`src/hw/dtu_pkg.sv`:
```
// Package for the DAQ trigger and update timing block.
// Assumes a single 40 MHz clock and an AHB-Lite register bus with 32-bit data.
package dtu_pkg;

	// Register byte offsets
	localparam logic [7:0] OFS_CTRL     = 8'h00;
	localparam logic [7:0] OFS_INTERVAL = 8'h04;
	localparam logic [7:0] OFS_COUNT    = 8'h08;
	localparam logic [7:0] OFS_DAC0     = 8'h0c;
	localparam logic [7:0] OFS_DAC1     = 8'h10;
	localparam logic [7:0] OFS_STATUS   = 8'h14;
	localparam logic [7:0] OFS_IRQ_STAT = 8'h18;
	localparam logic [7:0] OFS_IRQ_MASK = 8'h1c;

	// Control field positions
	localparam int CTRL_START     = 0;
	localparam int CTRL_EXT_CONV  = 1;
	localparam int CTRL_HW_TRIG   = 2;
	localparam int CTRL_EARLY     = 3;
	localparam int CTRL_CONTROLED = 4;
	localparam int CTRL_DEFERRED  = 5;
	localparam int CTRL_UPD_IRQ   = 6;
	localparam int CTRL_GP_START  = 7;
	localparam int CTRL_W         = 8;

	// Interrupt status bits
	localparam int IRQ_UPDATE = 0;
	localparam int IRQ_DONE   = 1;
	localparam int IRQ_W      = 2;

	localparam int DAC_W = 12;
	localparam int CNT_W = 16;

	localparam logic [CTRL_W-1:0] CTRL_RST     = 8'h00;
	localparam logic [CNT_W-1:0]  INTERVAL_RST = 16'h0028;
	localparam logic [CNT_W-1:0]  COUNT_RST    = 16'h0003;
	localparam logic [CNT_W-1:0]  CNT_MAX      = 16'hffff;

	typedef enum logic [3:0] {
		ST_IDLE  = 4'b0001,
		ST_WAIT  = 4'b0010,
		ST_ARMED = 4'b0100,
		ST_RUN   = 4'b1000
	} dtu_state_e;

	// Synchronised input samples, two stages each plus a previous value
	typedef struct packed {
		logic [2:0] s1;
		logic [2:0] s2;
		logic [2:0] prev;
	} dtu_sync_s;

	typedef struct packed {
		logic              hsel;
		logic              hwrite;
		logic [7:0]        haddr;
	} dtu_aphase_s;

	typedef struct packed {
		dtu_sync_s          sync;
		dtu_aphase_s        ap;
		logic               ap_valid;
		logic [CTRL_W-1:0]  ctrl;
		logic [CNT_W-1:0]   interval;
		logic [CNT_W-1:0]   count;
		logic [DAC_W-1:0]   dac0_hold;
		logic [DAC_W-1:0]   dac1_hold;
		logic               dac_pending;
		logic [DAC_W-1:0]   dac0_out;
		logic [DAC_W-1:0]   dac1_out;
		logic [IRQ_W-1:0]   irq_stat;
		logic [IRQ_W-1:0]   irq_mask;
		logic               irq;
		dtu_state_e         state;
		logic               trig_locked;
		logic [CNT_W-1:0]   int_cnt;
		logic [CNT_W-1:0]   smp_cnt;
		logic               smp_loaded;
		logic               smp_gate;
		logic               conv_en;
		logic               conv_pulse;
		logic               dac_strobe;
		logic [31:0]        hrdata;
	} dtu_state_s;

	// Register decode used by both read and write paths
	function automatic logic [3:0] dtu_reg_index(input logic [7:0] addr);
		return addr[5:2];
	endfunction

endpackage

```
`src/hw/dtu_core.sv`:
```
// DAQ trigger and update timing: conversion start, trigger modes, DAC update.
// Assumes external inputs synchronous to hclk and one AHB-Lite master.
//
// Notes on behaviour
// - Interval counter paces timed conversions; sample counter counts them; interval counter private, sample counter low 12 bits read in STATUS.
// - With external timing, each falling edge of ext_convert_n starts one conversion.
// - Software picks hardware trigger mode or early capture mode for the trigger.
// - Hardware trigger mode holds the interval counter off until trigger rises.
// - External conversions enable from first convert rising edge after the trigger.
// - Trigger while convert high: second falling edge; while low: next one.
// - After triggering, further trigger edges are ignored until a new sequence.
// - Controlled acquisition stops conversions when the sample count expires.
// - Sample counter loads late, so two extra conversions occur beyond the count.
// - The trigger also starts free-run acquisition with no sample limit.
// - Early capture converts at once; sample counter waits for the trigger edge.
// - Early capture runs the count after trigger then stops; needs controlled mode.
// - Only one trigger mode is active at a time.
// - General-purpose counter 1 output may gate interval-timed conversions; the interval counter runs regardless.
// - Immediate update mode moves the 12-bit DAC value out on write.
// - Deferred mode transfers DAC values while ext_dac_load_n is low.
// - Update interrupt fires on each rising edge of ext_dac_load_n when enabled.
// - host_irq stays high until irq_clear, a status clear or a set mask bit.
`timescale 1ns/1ps

module dtu_core (
	input  wire logic                    hclk,
	input  wire logic                    hresetn,
	input  wire logic                    hsel,
	input  wire logic [7:0]              haddr,
	input  wire logic [1:0]              htrans,
	input  wire logic                    hwrite,
	input  wire logic [2:0]              hsize,
	input  wire logic [31:0]             hwdata,
	input  wire logic                    hready,
	output logic      [31:0]             hrdata,
	output logic                         hreadyout,
	output logic                         hresp,
	input  wire logic                    ext_convert_n,
	input  wire logic                    ext_trigger_in,
	input  wire logic                    ext_dac_load_n,
	input  wire logic                    gp_counter1_out,
	input  wire logic                    irq_clear,
	output logic                         adc_convert,
	output logic                         dac_write_strobe,
	output logic      [dtu_pkg::DAC_W-1:0] dac0_value,
	output logic      [dtu_pkg::DAC_W-1:0] dac1_value,
	output logic                         host_irq
);
	import dtu_pkg::*;

	dtu_state_s r, n;

	logic conv_fall, conv_rise, trig_rise, upd_rise, upd_low, gp_level;
	logic wr_go, rd_go;
	logic [3:0] widx;
	logic [IRQ_W-1:0] ev;
	logic tick, smp_expire;

	////////////////////////////////////////////////////////////////////////////
	// Edge detection on second sync stage only; the first stage is metastable-prone
	assign conv_fall = r.sync.prev[0] & ~r.sync.s2[0];
	assign conv_rise = ~r.sync.prev[0] & r.sync.s2[0];
	assign trig_rise = ~r.sync.prev[1] & r.sync.s2[1];
	assign upd_rise  = ~r.sync.prev[2] & r.sync.s2[2];
	assign upd_low   = ~r.sync.s2[2];
	assign gp_level  = gp_counter1_out;

	assign wr_go = r.ap_valid & r.ap.hwrite;
	assign rd_go = hsel & hready & htrans[1] & ~hwrite;
	assign widx  = dtu_reg_index(r.ap.haddr);

	always_comb begin
		n = r;
		n.sync.s1   = {ext_dac_load_n, ext_trigger_in, ext_convert_n};
		n.sync.s2   = r.sync.s1;
		n.sync.prev = r.sync.s2;
		n.conv_pulse = 1'b0;
		n.dac_strobe = 1'b0;
		ev   = '0;
		tick = 1'b0;
		smp_expire = 1'b0;

		// Bus address phase capture
		n.ap_valid = hsel & hready & htrans[1] & hwrite;
		n.ap.hsel   = hsel;
		n.ap.hwrite = hwrite;
		n.ap.haddr  = haddr;

		////////////////////////////////////////////////////////////////////////
		// Register writes
		if (wr_go) begin
			case (widx)
				OFS_CTRL[5:2]: begin
					n.ctrl = hwdata[CTRL_W-1:0];
					// Early capture wins; both modes share the trigger input
					if (hwdata[CTRL_EARLY]) begin
						n.ctrl[CTRL_HW_TRIG]   = 1'b0;
						n.ctrl[CTRL_CONTROLED] = 1'b1;
					end
				end
				OFS_INTERVAL[5:2]: n.interval = hwdata[CNT_W-1:0];
				OFS_COUNT[5:2]:    n.count    = hwdata[CNT_W-1:0];
				OFS_DAC0[5:2]: begin
					n.dac0_hold   = hwdata[DAC_W-1:0];
					n.dac_pending = 1'b1;
					n.dac_strobe  = 1'b1;
				end
				OFS_DAC1[5:2]: begin
					n.dac1_hold   = hwdata[DAC_W-1:0];
					n.dac_pending = 1'b1;
					n.dac_strobe  = 1'b1;
				end
				OFS_IRQ_MASK[5:2]: n.irq_mask = hwdata[IRQ_W-1:0];
				default: ;
			endcase
		end

		////////////////////////////////////////////////////////////////////////
		// Acquisition sequencer
		unique case (r.state)
			ST_IDLE: begin
				n.conv_en    = 1'b0;
				n.smp_gate   = 1'b0;
				n.smp_loaded = 1'b0;
				n.trig_locked = 1'b0;
				if (r.ctrl[CTRL_START]) begin
					n.int_cnt = r.interval;
					if (r.ctrl[CTRL_HW_TRIG]) begin
						n.state = ST_WAIT;
					end else begin
						n.state   = ST_RUN;
						n.conv_en = 1'b1;
						// Sample counter waits for the trigger in early capture
						n.smp_gate = ~r.ctrl[CTRL_EARLY];
					end
				end
			end
			ST_WAIT: begin
				if (trig_rise) begin
					n.trig_locked = 1'b1;
					n.smp_gate    = 1'b1;
					n.state       = r.ctrl[CTRL_EXT_CONV] ? ST_ARMED : ST_RUN;
					n.conv_en     = ~r.ctrl[CTRL_EXT_CONV];
				end
			end
			ST_ARMED: begin
				// Trigger while convert high means a fall precedes this rise
				if (conv_rise) begin
					n.conv_en = 1'b1;
					n.state   = ST_RUN;
				end
			end
			ST_RUN: begin
				if (r.ctrl[CTRL_EARLY] && !r.trig_locked && trig_rise) begin
					n.smp_gate    = 1'b1;
					n.trig_locked = 1'b1;
				end
			end
			default: n.state = ST_IDLE;
		endcase

		// Conversion sources
		if (r.state == ST_RUN && r.conv_en) begin
			if (r.ctrl[CTRL_EXT_CONV]) begin
				tick = conv_fall;
			end else if (r.ctrl[CTRL_GP_START]) begin
				tick = gp_level & (r.int_cnt == '0);
			end else begin
				tick = (r.int_cnt == '0);
			end
			if (!r.ctrl[CTRL_EXT_CONV]) begin
				n.int_cnt = (r.int_cnt == '0) ? r.interval : r.int_cnt - 16'h0001;
			end
		end

		if (tick) begin
			n.conv_pulse = 1'b1;
			// Count loads on the first tick after gating, giving two extra pulses
			if (r.smp_gate && r.ctrl[CTRL_CONTROLED]) begin
				if (!r.smp_loaded) begin
					n.smp_loaded = 1'b1;
					n.smp_cnt    = r.count;
				end else if (r.smp_cnt != '0) begin
					n.smp_cnt = r.smp_cnt - 16'h0001;
				end else begin
					// Last pulse issues while the count already reads zero
					smp_expire = 1'b1;
				end
			end
		end

		if (r.state == ST_RUN && r.ctrl[CTRL_CONTROLED] && smp_expire) begin
			n.conv_en = 1'b0;
			n.state   = ST_IDLE;
			n.ctrl[CTRL_START] = 1'b0;
			ev[IRQ_DONE] = 1'b1;
		end
		if (wr_go && widx == OFS_CTRL[5:2] && !hwdata[CTRL_START]) begin
			n.state = ST_IDLE;
		end

		////////////////////////////////////////////////////////////////////////
		// DAC update
		if (!n.ctrl[CTRL_DEFERRED] || upd_low) begin
			if (n.dac_pending) begin
				n.dac0_out    = n.dac0_hold;
				n.dac1_out    = n.dac1_hold;
				n.dac_pending = 1'b0;
			end
		end
		ev[IRQ_UPDATE] = upd_rise & r.ctrl[CTRL_UPD_IRQ];

		// Sticky status: set wins over a write-one clear or irq_clear
		if (wr_go && widx == OFS_IRQ_STAT[5:2]) begin
			n.irq_stat = r.irq_stat & ~hwdata[IRQ_W-1:0];
		end
		if (irq_clear) begin
			n.irq_stat = '0;
		end
		n.irq_stat = n.irq_stat | ev;
		// A set mask bit hides its status bit from the interrupt line
		n.irq      = |(n.irq_stat & ~n.irq_mask);

		////////////////////////////////////////////////////////////////////////
		// Read data, presented in the data phase
		n.hrdata = '0;
		if (rd_go) begin
			case (dtu_reg_index(haddr))
				OFS_CTRL[5:2]:     n.hrdata = {24'h000000, r.ctrl};
				OFS_INTERVAL[5:2]: n.hrdata = {16'h0000, r.interval};
				OFS_COUNT[5:2]:    n.hrdata = {16'h0000, r.count};
				OFS_DAC0[5:2]:     n.hrdata = {20'h00000, r.dac0_out};
				OFS_DAC1[5:2]:     n.hrdata = {20'h00000, r.dac1_out};
				OFS_STATUS[5:2]:   n.hrdata = {16'h0000, r.smp_cnt[11:0], r.state};
				OFS_IRQ_STAT[5:2]: n.hrdata = {30'h00000000, r.irq_stat};
				OFS_IRQ_MASK[5:2]: n.hrdata = {30'h00000000, r.irq_mask};
				default:           n.hrdata = '0;
			endcase
		end
	end

	always_ff @(posedge hclk or negedge hresetn) begin
		if (!hresetn) begin
			r             <= '0;
			r.sync.s1     <= 3'h7;
			r.sync.s2     <= 3'h7;
			r.sync.prev   <= 3'h7;
			r.ctrl        <= CTRL_RST;
			r.interval    <= INTERVAL_RST;
			r.count       <= COUNT_RST;
			r.state       <= ST_IDLE;
		end else begin
			r <= n;
		end
	end

	////////////////////////////////////////////////////////////////////////////
	// Outputs straight from flip-flops; slave is zero wait state, always OKAY
	assign hrdata           = r.hrdata;
	assign hreadyout        = 1'b1;
	assign hresp            = 1'b0;
	assign adc_convert      = r.conv_pulse;
	assign dac_write_strobe = r.dac_strobe;
	assign dac0_value       = r.dac0_out;
	assign dac1_value       = r.dac1_out;
	assign host_irq         = r.irq;

endmodule // dtu_core

```
`config.mk`:
```
export PLATFORM = sky130hd
export DESIGN_NAME = dtu_core
export DESIGN_NICKNAME = d
export VERILOG_FILES = /design/src/hw/dtu_pkg.sv /design/src/hw/dtu_core.sv
export SDC_FILE = /design/constraint.sdc
export NUM_CORES = 1
export LEC_CHECK = 0
export ABC_AREA = 1
export BUFFER_PORTS_ARGS = -buffer_cell sky130_fd_sc_hd__buf_2
export CAP_MARGIN = 40
export CORE_UTILIZATION = 37
export CTS_BUF_LIST = sky130_fd_sc_hd__clkbuf_8
export DETAILED_ROUTE_END_ITERATION = 10
export SETUP_SLACK_MARGIN = 0.4
export SLEW_MARGIN = 20
export SYNTH_ARGS = -nofsm -noshare
export SYNTH_HDL_FRONTEND = slang
export SYNTH_SLANG_ARGS = --single-unit
```
`constraint.sdc`:
```
create_clock -name hclk -period 2.6 [get_ports hclk]
set_input_delay 0.39 -clock hclk [delete_from_list [all_inputs] [get_ports hclk]]
set_output_delay 0.39 -clock hclk [all_outputs]
set_load 0.01 [all_outputs]
```
Word-level counts from Yosys, hierarchy flattened
Index checks and enable logic that the tools add are counted.
{"block": "totals", "out_inout_bits": 61, "ff_bits": 185, "inputBits": 55, "word_cells": 170}
{"block": "op_classes", "reduce_logical": 32, "n_mux": 57, "n_bitwise": 24, "add_sub_neg": 2, "eq_ne": 26}
{"op": "$mux 16", "n": 10}
{"op": "$pmux 16 s8", "n": 1}
{"op": "$mux 63", "n": 1}
{"op": "$eq 4x3->1 const B", "n": 8}
{"op": "$sub 16x1->16 const B", "n": 2}
{"op": "$mux 25", "n": 1}
{"op": "$mux 12", "n": 2}
{"op": "$mux 24", "n": 1}
{"op": "$mux 4", "n": 6}
{"op": "$mux 1", "n": 22}
{"op": "$eq 4x2->1 const B", "n": 5}
{"op": "$logic_not 16->1", "n": 1}
{"op": "$pmux 4 s4", "n": 1}
{"op": "$reduce_bool 16->1", "n": 1}
{"op": "$mux 2", "n": 7}
{"op": "$eq 4x1->1 const B", "n": 3}
{"op": "$ne 4x4->1 const B", "n": 3}
{"op": "$and 1x1->1", "n": 11}
{"op": "$reduce_and 2->1", "n": 5}
{"op": "$logic_and 1x1->1", "n": 9}
{"op": "$pmux 1 s3", "n": 3}
{"op": "$reduce_and 3->1", "n": 3}
{"op": "$logic_not 4->1", "n": 2}
{"op": "$not 1->1", "n": 8}
{"op": "17 further kinds", "n": 25}

Logic depth before layout (Yosys ltp)
Gate-level depths: netlist (run 1).
{"block": "depth", "depth_word": 11, "depth_mapped": 12, "mapped_depth_nobuf": 12}

Worst setup path after synthesis (run 1)
OpenSTA, ideal clock, no wires.
{"block": "synth_timing", "kind": "register -> register", "start": "reg r[179] in the netlist's numbering", "end": "reg r[44] in the netlist's numbering", "slack_ns": 1.044, "stages_incl_launch_ff": 8, "setup_ns": 0.123, "n_path_buf": 1, "t_arrival_ns": 1.432, "period_less_slack_ns": 1.556, "path_cell_list": "dfstp_2 > inv_1 > or2_2 > a21oi_4 > nand4_4 > buf_6 > nand2_1 > o21ai_2"}
{"block": "synth_between", "elab_chain_cells": 4}
{"item": "from (decl)", "line": "dtu_core.sv:51", "rtl": "dtu_state_s r, n;"}
{"item": "from (signal assigned)", "line": "dtu_core.sv:253", "rtl": "r <= n;"}
{"item": "$and 1x1->1", "line": "dtu_core.sv:61", "rtl": "assign conv_fall = r.sync.prev[0] & ~r.sync.s2[0];"}
{"item": "$mux 1", "line": "dtu_core.sv:164", "rtl": "if (r.ctrl[CTRL_EXT_CONV]) begin"}
{"item": "$mux 1", "line": "dtu_core.sv:163", "rtl": "if (r.state == ST_RUN && r.conv_en) begin"}
{"item": "$reduce_and 3->1 (no line)"}
Every way passes these cells.
A chain may end at the register's enable or synchronous reset.

Worst setup path after layout (run 1)
{"block": "layout_timing", "start": "reg r[53] in the netlist's numbering", "end": "reg r[42] in the netlist's numbering"}
{"block": "layout_between", "elab_chain_cells": 6}
{"item": "$logic_not 16->1 (*)", "line": "dtu_core.sv:167, dtu_core.sv:169"}
{"item": "$and 1x1->1", "line": "dtu_core.sv:167", "rtl": "tick = gp_level & (r.int_cnt == '0);"}
{"item": "$mux 1 (*)", "line": "dtu_core.sv:166", "rtl": "end else if (r.ctrl[CTRL_GP_START]) begin"}
{"item": "$mux 1 (*)", "line": "dtu_core.sv:164"}
{"item": "$mux 1 (*)", "line": "dtu_core.sv:163"}
{"item": "$reduce_and 3->1 (no line) (*)"}
Mark *: on every way between the ends. The rest lies on a longest branch, timed or not.

==> flow_summary.toml, run 1 <==
[job]
timing.max_cap.violations = 0

[logic_synthesis]
synth_xor_xnor_area_share_pct = 0.913
synth_mux_area_share_pct = 0
ys_types = 50
synth_compound_area_share_pct = 16.0
synth_most_common_cell = "nand2_1"
synth_top_flop_cell = "dfrtp_1"
ys_seq_area_share_pct = 48.6
ys_warn_count = 0
syn_area_um2 = 8640
synth_area_leaders = "dfrtp_1 (44%), nand2_1 (10%), o21ai_0 (6.0%), inv_1 (5.3%), buf_4 (5.2%)"
synthTopCellsByCount = "nand2_1 (241), dfrtp_1 (153), inv_1 (122)"
synth_fa_ha_area_share_pct = 0.579
synth_top_family_by_area = "simple AND/OR/NAND/NOR gates"
synthCells = 1052
synth_top_area_share_pct = 44.3
async_reset_ff_share_pct = 100
ys_ff_latch = 167
synth.avg_cell_area_um2 = 8.21
yosys.area_share.simple_pct = 20.7
synth_top_area_cell = "dfrtp_1"
synth-edff-count = 0

[sta]
fmax_mhz = 499
finalHoldViolations = 0
slew_viol_final = 0
tns_ns = 0
relSlewSlack_pct = 54.9
worst_pin_slew_ns = 0.677
min_period_ns = 2.00
post-route-period-util_pct = 77.0
skew_ns = 0.0222
setup_viol = 0
hold_slack_ns = 0.0261
rsz0062_at_grt = "false"

[power_and_ir_drop]
vdd_drop_max_uv = 424
p_sw_share_pct = 36.6
switchingPower_mw = 2.46
seqPwrFrac_pct = 47.7
p_comb_share_pct = 24.6
clkPwrFrac_pct = 27.6
power_density_nw_per_um2 = 713
power.static_leakage_nw = 4.79
p_int_mw = 4.27

[layout]
n_fill_cell = 2360
syn_to_final_growth_pct = 9.27
nets = 1149
layout-drive-gt1-share_pct = 18.9
n_antenna_cell = 0
finalInstanceArea_um2 = 9440

[floorplan]
die_w_um = 155
die_area_um2 = 24000
io_pins = 116
die_h_um = 155
rows = 55
start_util_pct = 37.9
core_um2 = 22800

[grt]
grt_pass1_wl_um = 34800
grt_overflow = 0
grt_use_total_pct = 19.0
grt_pass1_vias = 6634
antenna_found_initial = 0
grt_max_degree = 54

[clock_network]
cts_tree = "built"
root_buffer = "clkbuf_8"
path_clk_slew_ns = 0.11
clkLatencyLatePin_ns = 0.48
numCtsBuffers = 17
cts_resized = 0
cts_max_level = 4
cts_setup_buffers = 0
cts_sinks = 167
cts_buffer_depth = 2

[critical_path]
crit_type = "reg -> reg"
end_kind = "flop"
cp.arrival_ns = 2.37
r2r_slack_ns = 0.60
cp.required_ns = 2.97
startpoint_type = "flop"
critPathMaxFanout = 10

[placement]
place.gp.congestion = 0.879
dp_hpwl_um = 15800
placed_cell_area_um2 = 9000
port-buffer-count = 73

[route]
viasPerCell = 4.86
wl_per_cell_um = 15.4
ant_nets = 0
first_iter_violations = 481
first_pass_iters = 4
route.detailed.drc = 0
drt-total-wl_um = 21800
vias = 6883

[status]
status = "finished clean"

[min_path]
hp-class = "in -> reg"
==> cells in the final DEF, fill, tap and decap left out, types with 5 or more instances in the layout <==
cell	synthesis	routed
nor3_1	7	7
dfstp_2	14	14
inv_2	6	6
conb_1	2	18
nand2_2	20	20
o21ai_2	28	28
buf_2	15	72
o21ai_0	103	103
inv_8	0	6
o21ai_1	6	6
a21oi_1	24	24
xor2_1	7	7
o211ai_1	16	16
nand3_1	54	54
dfrtp_1	153	153
nor2_2	5	5
o22ai_1	20	20
buf_4	60	16
nor2_1	81	81
nand2_1	241	241
inv_1	122	122
clkbuf_8	0	17
a211oi_1	6	6
==> state kept, by name (all words and copies together), names as in the netlist <==
name,cells
dac0_value,12
host_irq,1
n,6
adc_convert,1
hrdata,16
r,118
dac_write_strobe,1
dac1_value,12
==> path summary, 6_finish.rpt <==
kind / start / endpoint / depth (start not counted)
setup / recovery: r[53] / r[42] / 9
hold / removal: hwrite / r[177] / 1
setup reg to reg: r[53] / r[42] / 9
hold reg to reg: n[184] / n[181] / 0
max in group asynchronous: hresetn / r[149] / 3
min in group asynchronous: hresetn / hrdata[6] / 2
==> kinds of logic (layout without fill, tap and decap cells) <==
logic type | count (synthesis) | count (layout)
and+or+nand+nor | 422 | 423
adders and majority gates | 4 | 4
AOI/OAI and AO/OA | 225 | 225
buffers and inverters | 223 | 257
other | 2 | 18
DFF | 167 | 167
xor gates and xnor gates | 9 | 9
==> per-layer routing <==
layer / global-route usage (%) / up-vias / part of all wire [%]
met1: 25.6 / 3284 / 46
met4: 5.04 / 0 / 0.85
met5: 0 / - / 0
li1: - / 3400 / -
met2: 31.4 / 186 / 48
met3: 3.39 / 13 / 4.9
==> critical path, stage by stage, from the launching register on <==
cell and delay (ns):
dfrtp_1 0.41, inv_1 0.12, ha_1 0.16, nand2_1 0.06
nor2_1 0.17, nand3_1 0.21, nand2_2 0.20, nand4_2 0.34
nand2_1 0.18, o21ai_2 0.06
==> power groups by stage <==
stage	logic, mW	registers [mW]	clock network [mW]
after detailed placement	1.65	3.26	0
after global placement	1.61	3.26	0
after CTS	1.66	3.21	1.90
after global routing	1.89	3.26	2.01
final	1.66	3.21	1.86
after floorplan	1.30	3.18	0
==> per-stage QoR <==
step	power [mW]	cells	worst slack, ns	util [%]
floorplan	4.48	1068	1.04	-
global placement	4.87	1379	0.530	39.5
detailed placement	4.91	1379	0.500	39.5
CTS	6.78	1415	0.483	41.4
global route	7.16	1416	0.468	41.4
finish	6.73	1416	0.598	41.4
==> repair_timing <==
| item | CTS | global route |
|---|---|---|
| hold buffers | 4 | 0 |
| endpoints found under the hold margin | 52 | 0 |
| setup endpoints to repair | 0 | 9 |
==> area by class of cell <==
type	count	area, um^2	share of cell area [%]
clock inverters	15	155	1.64
inverters	129	485	5.14
well taps	313	392	4.15
multi-input cells	679	3380	35.8
clock buffers	17	234	2.48
repair buffers	96	592	6.27
flip-flops and latches	167	4200	44.5
Power figures use the tool's default switching activity.
==> inputs of run 2 (changes only) <==
- clock period: 2.6 -> 1.72 ns (I/O delays scaled with it)
==> flow_summary.toml, run 2 (synthesis gave the netlist of run 1 again) <==
[status]
status = "finished, violations left"
violations = "setup timing"

[power_and_ir_drop]
vdd_drop_max_uv = 780
power.static_leakage_nw = 5.85
power_density_nw_per_um2 = 963

[placement]
port-buffer-count = 73
placed_cell_area_um2 = 9500
post-place-ws_ns = 0.00428
dp_hpwl_um = 16700
place.gp.congestion = 0.890

[job]
timing.max_cap.violations = 0

[clock_network]
cts_max_level = 4
cts_buffer_depth = 2
root_buffer = "clkbuf_8"
clkLatencyLatePin_ns = 0.47
cts_tree = "built"
numCtsBuffers = 17
path_clk_slew_ns = 0.09
cts_sinks = 167

[sta]
slew_viol_final = 0
fin_ws_ns = -0.00351
post-route-period-util_pct = 100
finalHoldViolations = 0
min_period_ns = 1.72
rsz0062_at_grt = "true"
fmax_mhz = 580
setup_viol = 3
skew_ns = 0.0188

[grt]
grt_pass1_vias = 7370
grt_pass1_wl_um = 39100
antenna_found_initial = 0
grt_max_degree = 45
grt_use_total_pct = 21.5
grt_overflow = 0

[critical_path]
critPathMaxFanout = 6
cp.required_ns = 2.07
reg2regPathDepth = 11
r2r_slack_ns = -0.004
critical_path.startpoint = "r[171]"
crit_type = "reg -> reg"
crit_chain = "or2_1 -> clkinv_2 -> nand2_4 -> nand2_4 -> o211ai_4 -> nand2_2 -> clkinv_4 -> buf_6 -> buf_12 -> nand2_4 -> o21ai_2"
worstSetupEndpoint = "dac0_value[10]"
r2r-start = "r[171]"
startpoint_type = "flop"
cpMostUsedCell = "nand2_4"
end_kind = "flop"
slowest_stage = "dfrtp_1"
cp.arrival_ns = 2.07
cpPeakStageDelay_ns = 0.40
timing.rr.end = "dac0_value[10]"

[layout]
syn_to_final_growth_pct = 42.1
n_antenna_cell = 0
final_cell_mix = "dfrtp_1 (151), nand2_1 (144), inv_1 (115)"
largest_reg_flops = 118
top_register = "r"
nets = 1265
final_common_cell = "dfrtp_1"
layout-drive-gt1-share_pct = 42.6
n_fill_cell = 1978
finalInstanceArea_um2 = 12300

[floorplan]
rows = 55
die_area_um2 = 24000
die_w_um = 155
start_util_pct = 37.9
io_pins = 116
die_h_um = 155
core_um2 = 22800

[route]
vias = 7823
ant_nets = 0
drt-total-wl_um = 27400
wl_per_cell_um = 17.9
viasPerCell = 5.11
route.detailed.drc = 0
first_pass_iters = 7
first_iter_violations = 713

[min_path]
hp-class = "in -> reg"
run 2: power breakdown:
part | total (mW) | switching (mW) | internal, mW
logic | 3.80 | 2.17 | 1.63
registers | 4.89 | 0.434 | 4.46
clock network | 3.13 | 1.61 | 1.52
total | 11.8 | 4.21 | 7.61
run 2: how the worst min path moves through the flow:
stage          startpoint     endpoint  slack (ns)  depth (start not counted)
4_1_cts            hready       r[168]        0.01                          3
6_report        hwdata[1]        r[76]        0.04                          3
2_1_floorplan     hresetn  adc_convert       -0.04                          0
5_1_grt         hwdata[0]        r[75]        0.04                          3
3_3_place_gp      hresetn        r[61]        0.17                          1
3_5_place_dp      hresetn       r[126]        0.17                          1
run 2: timing repair:
action,in CTS,in global routing
resized for setup,161,280
hold endpoints to repair,143,0
setup endpoints to repair,102,134
pin swaps,19,40
hold buffers,11,0
gates cloned,10,9
buffers inserted,25,13
run 2: cell type report:
type,instances,area [um^2],share of cell area [%]
multi-input cells,678,4660,38.0
flip-flops and latches,167,4200,34.2
repair buffers,213,2090,17.0
inverters,129,495,4.04
well taps,313,392,3.19
clock buffers,18,248,2.02
clock inverters,14,185,1.51
run 2: worst max-delay path, delay by kind of cell, from the launching register on:
| kind | cells | cell delay, ns |
|---|---|---|
| buffers and inverters | 4 | 0.48 |
| AOI/OAI and AO/OA | 2 | 0.13 |
| and+or+nand+nor | 5 | 0.59 |
| DFF | 1 | 0.40 |
run 2: stage by stage:
step                      hold slack [ns]  TNS [ns]  instances  total power, mW  util [%]
after floorplan                   -0.0376         0       1068             6.86         -
after global placement              0.166         0       1432             7.77      41.7
after detailed placement            0.167         0       1432             7.83      41.7
after CTS                          0.0146         0       1510             11.2      48.1
after global routing               0.0357     -1.60       1532             12.5      53.9
final                              0.0398  -0.00724       1532             11.8      53.9
run 2: routing by layer:
layer | global-route usage (%) | share of wire [%] | vias up
met1 | 28.3 | 42 | 3806
met4 | 7.97 | 3.2 | 0
met2 | 34.8 | 49 | 302
met3 | 4.34 | 5.2 | 58
li1 | - | - | 3657
met5 | 0 | 0 | -
